[config.mk]
export PLATFORM = sky130hd
export DESIGN_NAME = spsq_top
export DESIGN_NICKNAME = d
export VERILOG_FILES = /design/src/rtl/spsq_pkg.sv /design/src/rtl/spsq_ms_timer.sv /design/src/rtl/spsq_sync.sv /design/src/rtl/spsq_top.sv
export VERILOG_INCLUDE_DIRS = /design/src /design/src/rtl
export SDC_FILE = /design/constraint.sdc
export NUM_CORES = 1
export LEC_CHECK = 0
export BUFFER_PORTS_ARGS = -buffer_cell sky130_fd_sc_hd__buf_2
export CORE_UTILIZATION = 54
export DETAILED_ROUTE_END_ITERATION = 7
export GPL_ROUTABILITY_DRIVEN = 0
export PLACE_DENSITY = 0.8
export SLEW_MARGIN = 20
export SYNTH_ARGS = -nofsm -noshare
export SYNTH_HDL_FRONTEND = slang
export SYNTH_HIERARCHICAL = 1
export SYNTH_SLANG_ARGS = --single-unit
export TNS_END_PERCENT = 1
[constraint.sdc]
create_clock -name clock -period 3.3 [get_ports clock]
set_input_delay 0.33 -clock clock [delete_from_list [all_inputs] [get_ports clock]]
set_output_delay 0.33 -clock clock [all_outputs]
set_load 0.01 [all_outputs]
[src/rtl/spsq_map.svh]
// offsets, field positions, reset values and timing counts of the card pin sequencer
`ifndef SPSQ_MAP_SVH
`define SPSQ_MAP_SVH

// clock period and settle time unit
`define SPSQ_CLK_NS        40
`define SPSQ_MS_NS         1000000

// register byte offsets
`define SPSQ_OFS_CTRL      8'h00
`define SPSQ_OFS_CMD       8'h04
`define SPSQ_OFS_TIME      8'h08
`define SPSQ_OFS_STATUS    8'h0c

// control fields
`define SPSQ_CTRL_PWR_EN   0
`define SPSQ_CTRL_PWR_HIGH 1
`define SPSQ_CTRL_AUTO     2
`define SPSQ_CTRL_PERIPH   3
`define SPSQ_CTRL_RST      4'h2

// command fields
`define SPSQ_CMD_INSERT    0
`define SPSQ_CMD_REMOVE    1

// settle time fields and reset value in ms
`define SPSQ_TIME_RST      16'h0064

// status fields
`define SPSQ_ST_PRESENT    8
`define SPSQ_ST_DATA_IN    9
`define SPSQ_ST_READY      10
`define SPSQ_ST_SUPPLY_ON  11
`define SPSQ_ST_UNEXP      12

`endif

[src/rtl/spsq_pkg.sv]
// types shared by the card pin sequencer
package spsq_pkg;

  // sequencer states, one-hot
  typedef enum logic [7:0] {
    ST_IDLE     = 8'h01,
    ST_PARK     = 8'h02,
    ST_PWR_OFF  = 8'h04,
    ST_PWR_ON   = 8'h08,
    ST_SET_ON   = 8'h10,
    ST_READY    = 8'h20,
    ST_PWR_DOWN = 8'h40,
    ST_SET_OFF  = 8'h80
  } spsq_state_e;

  // configuration of one host pin
  typedef struct packed {
    logic port_function_select; // 1: peripheral, 0: general port
    logic pin_function_mux;     // 1: peripheral routed, 0: general i/o
    logic port_direction;       // 1: output
    logic port_output_level;
    logic port_pullup_control;  // 1: internal pull-up on
    logic port_drive_strength;  // 1: high drive
  } spsq_pin_cfg_s;

  // captured ahb address phase
  typedef struct packed {
    logic       en;
    logic       write;
    logic [7:0] addr;
  } spsq_req_s;

endpackage

[src/rtl/spsq_ms_timer.sv]
// millisecond settle timer, one done pulse after ms milliseconds (0 counts as 1)
`timescale 1ns/10ps
module spsq_ms_timer
  import spsq_pkg::*;
#(
  parameter int unsigned MS_CYCLES = 25000
)(
  // clock and reset
  input  wire logic        clock,
  input  wire logic        rst,
  // start request and length
  input  wire logic        start,
  input  wire logic [15:0] ms,
  // expiry pulse
  output logic             done
);

  logic [15:0] pre;
  logic [15:0] left;
  logic        run;
  logic [15:0] next_pre;
  logic [15:0] next_left;
  logic        next_run;
  logic        next_done;

  // prescaler to 1 ms ticks, then ms countdown
  always_comb begin
    next_pre  = pre;
    next_left = left;
    next_run  = run;
    next_done = 1'b0;
    if (start) begin
      next_pre  = 16'h0000;
      next_left = ms;
      next_run  = 1'b1;
    end else if (run) begin
      if (pre == 16'(MS_CYCLES - 1)) begin
        next_pre = 16'h0000;
        if (left <= 16'h0001) begin
          next_run  = 1'b0;
          next_done = 1'b1;
        end else begin
          next_left = left - 16'h0001;
        end
      end else begin
        next_pre = pre + 16'h0001;
      end
    end
  end

  // register the timer
  always_ff @(posedge clock) begin
    if (rst) begin
      pre  <= 16'h0000;
      left <= 16'h0000;
      run  <= 1'b0;
      done <= 1'b0;
    end else begin
      pre  <= next_pre;
      left <= next_left;
      run  <= next_run;
      done <= next_done;
    end
  end

endmodule

[src/rtl/spsq_sync.sv]
// two-flop synchroniser for the card detect and data-in pins
`timescale 1ns/10ps
module spsq_sync
  import spsq_pkg::*;
(
  // clock and reset
  input  wire logic       clock,
  input  wire logic       rst,
  // pins in, synchronised levels out
  input  wire logic [1:0] pin_in,
  output logic      [1:0] pin_sync
);

  logic [1:0] stage1;
  logic [1:0] next_stage1;
  logic [1:0] next_pin_sync;

  // next values of both stages
  always_comb begin
    next_stage1   = pin_in;
    next_pin_sync = stage1;
  end

  // register the stages
  always_ff @(posedge clock) begin
    if (rst) begin
      stage1   <= 2'h3;
      pin_sync <= 2'h3;
    end else begin
      stage1   <= next_stage1;
      pin_sync <= next_pin_sync;
    end
  end

endmodule

[src/rtl/spsq_top.sv]
// card pin and power sequencer with ahb-lite register slave
//
// The register offsets and the AHB-Lite interface to the registers were chosen for this implementation.
`timescale 1ns/10ps
`include "spsq_map.svh"
module spsq_top
  import spsq_pkg::*;
#(
  parameter int unsigned MS_CYCLES = `SPSQ_MS_NS / `SPSQ_CLK_NS
)(
  // clock and reset
  input  wire logic          clock,
  input  wire logic          rst,
  // ahb-lite slave
  input  wire logic          hsel,
  input  wire logic [31:0]   haddr,
  input  wire logic [1:0]    htrans,
  input  wire logic          hwrite,
  input  wire logic [2:0]    hsize,
  input  wire logic [31:0]   hwdata,
  input  wire logic          hready,
  output logic [31:0]        hrdata,
  output logic               hreadyout,
  output logic               hresp,
  // card side pins
  input  wire logic          card_present_n,
  input  wire logic          uart_block_data_in_pin,
  // pin configurations
  output spsq_pin_cfg_s      data_in_cfg,
  output spsq_pin_cfg_s      data_out_cfg,
  output spsq_pin_cfg_s      clock_cfg,
  output spsq_pin_cfg_s      power_cfg
);

  // pin setting helpers
  function automatic spsq_pin_cfg_s pin_input();
    pin_input = '{default: 1'b0};
  endfunction

  function automatic spsq_pin_cfg_s pin_park_out();
    pin_park_out                      = '{default: 1'b0};
    pin_park_out.port_direction       = 1'b1;
    pin_park_out.port_drive_strength  = 1'b1;
  endfunction

  function automatic spsq_pin_cfg_s pin_periph(input spsq_pin_cfg_s base);
    pin_periph                       = base;
    pin_periph.port_function_select  = 1'b1;
    pin_periph.pin_function_mux      = 1'b1;
  endfunction

  spsq_state_e   state;
  spsq_state_e   next_state;
  spsq_req_s     req;
  spsq_req_s     next_req;
  logic [31:0]   next_hrdata;
  logic [3:0]    ctrl;
  logic [3:0]    next_ctrl;
  logic [15:0]   on_ms;
  logic [15:0]   off_ms;
  logic [15:0]   next_on_ms;
  logic [15:0]   next_off_ms;
  logic          unexp;
  logic          next_unexp;
  logic          present_q;
  logic          next_present_q;
  spsq_pin_cfg_s next_data_in_cfg;
  spsq_pin_cfg_s next_data_out_cfg;
  spsq_pin_cfg_s next_clock_cfg;
  spsq_pin_cfg_s next_power_cfg;
  logic [1:0]    pin_sync;
  logic          present;
  logic          data_in_lvl;
  logic          wr_en;
  logic          cmd_insert;
  logic          cmd_remove;
  logic          insert_req;
  logic          lost;
  logic          timer_start;
  logic [15:0]   timer_ms;
  logic          timer_done;
  logic          off_level;

  // pins from outside the clock domain
  spsq_sync u_sync (
    .clock    (clock),
    .rst      (rst),
    .pin_in   ({card_present_n, uart_block_data_in_pin}),
    .pin_sync (pin_sync)
  );

  assign present     = ~pin_sync[1];
  assign data_in_lvl = pin_sync[0];

  // settle timer, started on leaving a power step
  assign timer_start = (state == ST_PWR_ON) || (state == ST_PWR_DOWN);
  assign timer_ms    = (state == ST_PWR_ON) ? on_ms : off_ms;

  spsq_ms_timer #(
    .MS_CYCLES (MS_CYCLES)
  ) u_timer (
    .clock (clock),
    .rst   (rst),
    .start (timer_start),
    .ms    (timer_ms),
    .done  (timer_done)
  );

  // bus slave answers with no wait state
  assign hreadyout = 1'b1;
  assign hresp     = 1'b0;

  // write data phase decode
  assign wr_en      = req.en && req.write;
  assign cmd_insert = wr_en && (req.addr == `SPSQ_OFS_CMD) && hwdata[`SPSQ_CMD_INSERT];
  assign cmd_remove = wr_en && (req.addr == `SPSQ_OFS_CMD) && hwdata[`SPSQ_CMD_REMOVE];

  // sequencer events
  assign insert_req = cmd_insert || (ctrl[`SPSQ_CTRL_AUTO] && present && !present_q);
  assign lost       = !present;
  assign off_level  = ~ctrl[`SPSQ_CTRL_PWR_HIGH];

  // address phase capture and read data
  always_comb begin
    next_req    = req;
    next_hrdata = hrdata;
    if (hready) begin
      next_req.en    = hsel && htrans[1];
      next_req.write = hwrite;
      next_req.addr  = {haddr[7:2], 2'b00};
      if (hsel && htrans[1] && !hwrite) begin
        unique case ({haddr[7:2], 2'b00})
          `SPSQ_OFS_CTRL:   next_hrdata = {28'h000_0000, ctrl};
          `SPSQ_OFS_TIME:   next_hrdata = {off_ms, on_ms};
          `SPSQ_OFS_STATUS: begin
            next_hrdata                     = {24'h00_0000, state};
            next_hrdata[`SPSQ_ST_PRESENT]   = present;
            next_hrdata[`SPSQ_ST_DATA_IN]   = data_in_lvl;
            next_hrdata[`SPSQ_ST_READY]     = (state == ST_READY);
            next_hrdata[`SPSQ_ST_SUPPLY_ON] = power_cfg.port_direction &&
                                              (power_cfg.port_output_level != off_level);
            next_hrdata[`SPSQ_ST_UNEXP]     = unexp;
          end
          default:          next_hrdata = 32'h0000_0000;
        endcase
      end
    end
  end

  // software registers
  always_comb begin
    next_ctrl      = ctrl;
    next_on_ms     = on_ms;
    next_off_ms    = off_ms;
    next_unexp     = unexp;
    next_present_q = present;
    if (wr_en && (req.addr == `SPSQ_OFS_CTRL)) begin
      next_ctrl = hwdata[3:0];
    end
    if (wr_en && (req.addr == `SPSQ_OFS_TIME)) begin
      next_on_ms  = hwdata[15:0];
      next_off_ms = hwdata[31:16];
    end
    if (wr_en && (req.addr == `SPSQ_OFS_STATUS) && hwdata[`SPSQ_ST_UNEXP]) begin
      next_unexp = 1'b0;
    end
    // set beats clear
    if (lost && ((state == ST_SET_ON) || (state == ST_READY))) begin
      next_unexp = 1'b1;
    end
  end

  // sequencer state
  always_comb begin
    next_state = state;
    unique case (state)
      ST_IDLE:     if (insert_req && present) next_state = ST_PARK;
      ST_PARK:     next_state = ST_PWR_OFF;
      ST_PWR_OFF:  next_state = ST_PWR_ON;
      ST_PWR_ON:   next_state = ST_SET_ON;
      ST_SET_ON: begin
        if (lost) begin
          next_state = ST_PWR_DOWN;
        end else if (timer_done) begin
          next_state = ST_READY;
        end
      end
      ST_READY:    if (lost || cmd_remove) next_state = ST_PWR_DOWN;
      ST_PWR_DOWN: next_state = ST_SET_OFF;
      ST_SET_OFF:  if (timer_done) next_state = ST_IDLE;
      default:     next_state = ST_IDLE;
    endcase
  end

  // pin settings follow the state being entered
  always_comb begin
    next_data_in_cfg  = data_in_cfg;
    next_data_out_cfg = data_out_cfg;
    next_clock_cfg    = clock_cfg;
    next_power_cfg    = power_cfg;
    if ((next_state == ST_PARK) || (next_state == ST_PWR_DOWN)) begin
      next_data_in_cfg  = pin_input();
      next_data_out_cfg = pin_park_out();
      next_clock_cfg    = pin_park_out();
    end
    if ((next_state == ST_READY) && ctrl[`SPSQ_CTRL_PERIPH]) begin
      next_data_in_cfg  = pin_periph(pin_input());
      next_data_out_cfg = pin_periph(pin_park_out());
      next_clock_cfg    = pin_periph(pin_park_out());
    end
    if (next_state == ST_PWR_OFF) begin
      next_power_cfg                   = pin_input();
      next_power_cfg.port_direction    = ctrl[`SPSQ_CTRL_PWR_EN];
      next_power_cfg.port_output_level = off_level;
    end
    if (next_state == ST_PWR_ON) begin
      next_power_cfg.port_output_level = ~off_level;
    end
    if (next_state == ST_PWR_DOWN) begin
      next_power_cfg.port_output_level = off_level;
    end
  end

  // register all state
  always_ff @(posedge clock) begin
    if (rst) begin
      state        <= ST_IDLE;
      req          <= '{default: 1'b0};
      hrdata       <= 32'h0000_0000;
      ctrl         <= `SPSQ_CTRL_RST;
      on_ms        <= `SPSQ_TIME_RST;
      off_ms       <= `SPSQ_TIME_RST;
      unexp        <= 1'b0;
      present_q    <= 1'b0;
      data_in_cfg  <= '{default: 1'b0};
      data_out_cfg <= '{default: 1'b0};
      clock_cfg    <= '{default: 1'b0};
      power_cfg    <= '{default: 1'b0};
    end else begin
      state        <= next_state;
      req          <= next_req;
      hrdata       <= next_hrdata;
      ctrl         <= next_ctrl;
      on_ms        <= next_on_ms;
      off_ms       <= next_off_ms;
      unexp        <= next_unexp;
      present_q    <= next_present_q;
      data_in_cfg  <= next_data_in_cfg;
      data_out_cfg <= next_data_out_cfg;
      clock_cfg    <= next_clock_cfg;
      power_cfg    <= next_power_cfg;
    end
  end

  // cycles spent settling, read only by the checks below
  logic [31:0] settle_cnt;
  always_ff @(posedge clock) begin
    if (rst || !((state == ST_SET_ON) || (state == ST_SET_OFF))) begin
      settle_cnt <= 32'h0000_0000;
    end else begin
      settle_cnt <= settle_cnt + 32'h0000_0001;
    end
  end
endmodule
Word-level counts from Yosys, hierarchy flattened
Index checks and enable logic that the tools add are counted.
{"block": "word_totals", "mem_count": 0, "inputBits": 76, "mem_bits_rw": 0, "output_inout_bits": 58, "romBits": 0, "latchBits": 0, "register_bits": 132, "wordCells": 113}
{"block": "op_classes", "div_mod_pow": 0, "add_sub_neg": 2, "bitwise": 4, "n_shift": 0, "n_reduce_logical": 34, "mux": 27, "mul": 0, "order_cmp": 1, "eq_ne": 21}
{"cell": "two-way mux 16 bit", "count": 6}
{"cell": "one-hot mux 32 bit (3 select lines)", "count": 1}
{"cell": "one-hot mux 8 bit (8 select lines)", "count": 1}
{"cell": "two-way mux 8 bit", "count": 5}
{"cell": "== test 6 x 2 -> 1 bit (second input constant)", "count": 4}
{"cell": "two-way mux 6 bit", "count": 4}
{"cell": "adder 16 x 1 -> 16 bit (second input constant)", "count": 1}
{"cell": "== test 16 x 15 -> 1 bit (second input constant)", "count": 1}
{"cell": "== test 8 x 2 -> 1 bit (second input constant)", "count": 2}
{"cell": "== test 8 x 3 -> 1 bit (second input constant)", "count": 2}
{"cell": "== test 8 x 4 -> 1 bit (second input constant)", "count": 2}
{"cell": "== test 8 x 6 -> 1 bit (second input constant)", "count": 2}
{"cell": "== test 8 x 7 -> 1 bit (second input constant)", "count": 2}
{"cell": "less-or-equal comparator 16 x 1 -> 1 bit (second input constant)", "count": 1}
{"cell": "logical AND 1 bit", "count": 16}
{"cell": "subtractor 16 x 1 -> 16 bit (second input constant)", "count": 1}
{"cell": "two-way mux 1 bit", "count": 9}
{"cell": "== test 8 x 1 -> 1 bit (second input constant)", "count": 1}
{"cell": "== test 8 x 5 -> 1 bit (second input constant)", "count": 1}
{"cell": "== test 8 bit (second input constant)", "count": 1}
{"cell": "zero test 8 bit", "count": 1}
{"cell": "nonzero test 2 bit", "count": 4}
{"cell": "== test 6 x 1 -> 1 bit (second input constant)", "count": 1}
{"cell": "zero test 6 bit", "count": 1}
{"cell": "11 further kinds", "count": 19}

Longest topological paths before layout
{"block": "depth", "depth_word": 11, "mapped_depth": 11, "ltp_nobuf": 7}

Modules after synthesis
Netlist, hierarchy kept.
{"mod": "spsq_top", "area_per_inst_um2": 3927.5, "seq_area_each_um2": 1801.7, "cells_each": 456, "n_inst": 1}
{"mod": "spsq_ms_timer", "area_per_inst_um2": 1840.5, "seq_area_each_um2": 680.7, "cells_each": 211, "n_inst": 1}
{"mod": "spsq_sync", "area_per_inst_um2": 105.1, "seq_area_each_um2": 80.1, "cells_each": 8, "n_inst": 1}

Worst setup path before layout
No wires, ideal clock.
{"block": "synth_timing", "kind": "flip-flop to flip-flop", "from": "reg u_timer.pre[9]", "to": "reg u_timer.left[13]", "setup_ps": 133, "arrival_ps": 2208, "n_path_buf": 2, "period_less_slack_ps": 2341, "required_ps": 3167, "stages_incl_launch_ff": 8, "slack_ps": 959, "cell_sequence": "dfxtp_1 -> or4_4 -> or4_4 -> buf_6 -> buf_6 -> a2111oi_2 -> xnor2_1 -> a21oi_1"}
{"block": "synth_between", "elab_chain_cells": 3}
{"item": "from (decl)", "line": "spsq_ms_timer.sv:18", "source": "logic [15:0] pre;"}
{"item": "from (signal assigned)", "line": "spsq_ms_timer.sv:59", "source": "pre <= next_pre;"}
{"item": "== test 16 x 15 -> 1 bit", "line": "spsq_ms_timer.sv:37", "source": "if (pre == 16'(MS_CYCLES - 1)) begin"}
{"item": "nonzero test 2 bit (no line)"}
{"item": "AND reduction 3 bit (no line)"}
{"item": "to (signal assigned)", "line": "spsq_ms_timer.sv:60", "source": "left <= next_left;"}
{"item": "to (decl)", "line": "spsq_ms_timer.sv:19", "source": "logic [15:0] left;"}
Every way passes these cells.
A chain may end at the register's enable or synchronous reset.

Worst setup path after layout
{"block": "layout_timing", "from": "reg state[7]", "to": "reg u_timer.left[8]"}
{"block": "layout_between", "elab_chain_cells": 4, "elab_cells_between_ends": 9, "cone_classes": "eq/ne: 3; mux: 2; reduce/logical: 4"}
{"item": "from (decl)", "line": "spsq_top.sv:52", "source": "spsq_state_e state;"}
{"item": "from (signal assigned)", "line": "spsq_top.sv:240", "source": "state <= next_state;"}
{"item": "== test 8 x 4 -> 1 bit or == test 8 x 7 -> 1 bit (tied branches)", "line": "spsq_top.sv:96", "source": "assign timer_start = (state == ST_PWR_ON) || (state == ST_PWR_DOWN);"}
{"item": "logical OR 1 bit (*)", "line": "spsq_top.sv:96"}
{"item": "net timer_start", "line": "spsq_top.sv:79", "source": "logic timer_start;"}
{"item": "!= test 2 bit (no line) or nonzero test 2 bit (tied branches)"}
{"item": "AND reduction 3 bit (no line)"}
Mark *: on every way through the listed nets, which the timed path passes. The rest lies on a longest branch.

==> results.json <==
{
  "status": "finished clean",
  "hold_class": "input pin to flop",
  "crit_type": "flop to flop",
  "min_period_ps": 2590,
  "die_h_um": 106,
  "cp.required_ps": 3710,
  "syn_avg_cell_area_um2": 8.70,
  "drt_wl_total_um": 14600,
  "grt_pass1_wl_um": 23400,
  "cts-root-buf": "clkbuf_8",
  "drive_gt1_share_pct": 21.8,
  "start_kind": "flop",
  "synth_area_um2": 5870,
  "hpwl_um": 9880,
  "cp.arrival_ps": 2990,
  "rows": 37,
  "skew_ps": 8.87,
  "dr.first_iter.drc_count": 461,
  "synth-async-reset-ratio_pct": 0,
  "io_pins": 134,
  "diodes": 0,
  "cts_tree": "done",
  "worstMarginPinSlew_ps": 915,
  "cts_setup_buffers": 0,
  "setup_violations": 0,
  "vias": 5091,
  "antenna_found_initial": 0,
  "irDropWorstVdd_uv": 344,
  "fp.coreArea_um2": 10400,
  "period_share_pct": 78.4,
  "p_leak_uw": 0.00271,
  "rsz0062_at_grt": "no",
  "io_buffers": 89,
  "synth_enable_flop_cells": 0,
  "r2r_end": "u_timer/left[8]$_SDFFE_PP0P_",
  "ys_ff_latch": 128,
  "cts_num_sinks": 128,
  "synth_cell_types": 60,
  "grt_overflow_total": 0,
  "synthCells": 675,
  "vias_per_cell": 5.70,
  "cts_made_buffers": 17,
  "clkLatencyLatePin_ps": 520,
  "dieArea_um2": 11300,
  "r2r_cells": 7,
  "reg2reg_setup_slack_ps": 710,
  "grt_usage_pct": 26.7,
  "final_common_cell": "dfxtp_1",
  "hold_violations": 0,
  "final_cell_mix": "dfxtp_1 (128), nor2_1 (89), buf_2 (88)",
  "grt_max_degree": 86,
  "pre_cts_ws_ps": 753,
  "die_w_um": 106,
  "worstPathMaxFanout": 29,
  "yosysWarnings": 6,
  "syn_to_final_growth_pct": 17.6,
  "yosysSeqAreaShare_pct": 43.6,
  "slew_headroom_pct": 38.6,
  "antenna_left": 0,
  "crit_path_start": "state[7]$_SDFF_PP0_",
  "r2r_start": "state[7]$_SDFF_PP0_",
  "crit_path_end": "u_timer/left[8]$_SDFFE_PP0P_",
  "h-tree-depth": 4,
  "grt_pass1_vias": 4758,
  "initial_utilization_pct": 56.4,
  "dr.pass1.iters": 5,
  "fin_tns_setup_ps": 0,
  "synthFlopType": "dfxtp_1",
  "nets": 823,
  "fin_ws_ps": 713,
  "maxSlewViolCount": 0,
  "clkTransAtPathRegs_ps": 60,
  "drv_cap": 0,
  "fmax_mhz": 386,
  "critPathCaptureType": "flop",
  "power.density_nw_per_um2": 515,
  "final_core_util_pct": 66.3,
  "cts_buffer_depth": 2,
  "drc_errors": 0,
  "wl_per_cell_um": 16.3
}
==> worst min-delay path by stage <==
stage                                       startpoint                             to  slack [ps]  cells past startpoint
finish                                      hwdata[22]         off_ms[6]$_SDFFE_PP1P_          20                      3
global route                                 hwdata[6]          on_ms[6]$_SDFFE_PP1P_          20                      3
CTS                                         hwdata[22]         off_ms[6]$_SDFFE_PP1P_           5                      3
detailed placement  u_sync/next_pin_sync[0]$_SDFF_PP1_  u_sync/pin_sync[0]$_SDFF_PP1_         400                      1
floorplan           u_sync/next_pin_sync[1]$_SDFF_PP1_  u_sync/pin_sync[1]$_SDFF_PP1_         380                      1
global placement    u_sync/next_pin_sync[1]$_SDFF_PP1_  u_sync/pin_sync[1]$_SDFF_PP1_         390                      1
==> layout make-up <==
| cell class | instances | area, um2 |
|---|---|---|
| clock buffers | 20 | 445 |
| clock inverters | 12 | 158 |
| fillers | 868 | 3510 |
| inverters | 17 | 63.8 |
| multi-input cells | 479 | 2960 |
| flip-flops and latches | 128 | 2560 |
| well taps | 136 | 170 |
| repair buffers | 101 | 543 |
==> critical path, stage by stage (launching register included) <==
cell and delay [ps]:
dfxtp_1 380, nor4_2 570, nand4b_1 240, nand2_1 140, buf_4 180, inv_1 370
and4_1 350, a2111oi_1 240
==> power by group <==
group	leakage, uW	switching (uW)	internal [uW]
combinational	0.00140	70.4	39.5
clock	0.000276	695	1190
sequential	0.00103	7.33	1550
==> routing by layer <==
| layer | track usage (%) | routed length [um] |
|---|---|---|
| met1 | 35.9 | 6680 |
| met2 | 41.5 | 6550 |
| met3 | 6.13 | 1110 |
| met4 | 10.3 | 233 |
| met5 | 0 | 0 |
==> synth_stat cells (2+ instances only) <==
library cell / count / area [um2]
nor2b_1: 3 / 18.8
a211oi_1: 16 / 120
or3_1: 8 / 50.1
buf_6: 2 / 22.5
nand3b_1: 8 / 60.1
a22oi_1: 33 / 248
xnor2_1: 19 / 166
or4_1: 2 / 15.0
or4_4: 3 / 33.8
inv_1: 17 / 63.8
and3_1: 2 / 12.5
o32ai_1: 2 / 17.5
mux2i_1: 16 / 160
and4_1: 4 / 35.0
nand2_1: 80 / 300
a21o_1: 2 / 15.0
and3b_1: 2 / 17.5
dfxtp_1: 128 / 2560
nor4_1: 8 / 50.1
a211o_1: 3 / 26.3
a2111oi_1: 5 / 50.1
ha_1: 3 / 37.5
conb_1: 2 / 7.51
xor2_1: 6 / 52.6
o21ai_0: 14 / 70.1
nor2_1: 89 / 334
nand4_1: 8 / 50.1
or2_1: 4 / 25.0
nand4b_1: 7 / 61.3
nor4_2: 2 / 25.0
a2111oi_4: 2 / 55.1
nand2b_1: 5 / 31.3
mux2_2: 20 / 225
nand3_1: 18 / 90.1
buf_4: 23 / 173
a21oi_1: 44 / 220
clkbuf_1: 35 / 131
nor3_1: 6 / 30.0
buf_2: 2 / 10.0
o22ai_1: 2 / 12.5
==> stage by stage <==
stage / power [uW] / hold slack (ps) / instance area (um2) / instances
CTS: 3570 / 5.17 / 6910 / 893
global placement: 1700 / 390 / 6280 / 859
global route: 3660 / 22.3 / 6910 / 893
detailed placement: 1700 / 397 / 6280 / 859
floorplan: 1670 / 383 / 5920 / 687
finish: 3560 / 22.1 / 6910 / 893
==> state kept, by name, indices dropped and copies added, names as in the netlist <==
register              cells
clock_cfg                 1
u_timer/left             16
state                     8
req                       8
on_ms                    16
off_ms                   16
ctrl                      4
unexp                     1
u_sync/next_pin_sync      2
u_timer/done              1
hrdata                   32
present_q                 1
power_cfg                 2
u_timer/run               1
u_timer/pre              16
u_sync/pin_sync           2
data_in_cfg               1
==> cell families after synthesis <==
logic type / synth area share (%)
AO/OA/AOI/OAI: 16.0
other: 0.128
AND/OR/NAND/NOR: 22.5
flip-flops: 43.6
buffers and inverters: 6.88
XOR/XNOR: 3.73
multiplexers: 6.56
adder cells (fa/ha/maj): 0.639
==> timing repair <==
| action | 4_1_cts | 5_1_grt |
|---|---|---|
| hold buffers | 2 | 0 |
| resized for setup | 0 | 0 |
| endpoints found under the setup margin | 0 | 0 |
| endpoints found under the hold margin | 2 | 0 |
Note: power is estimated with default switching activity, not from simulation.
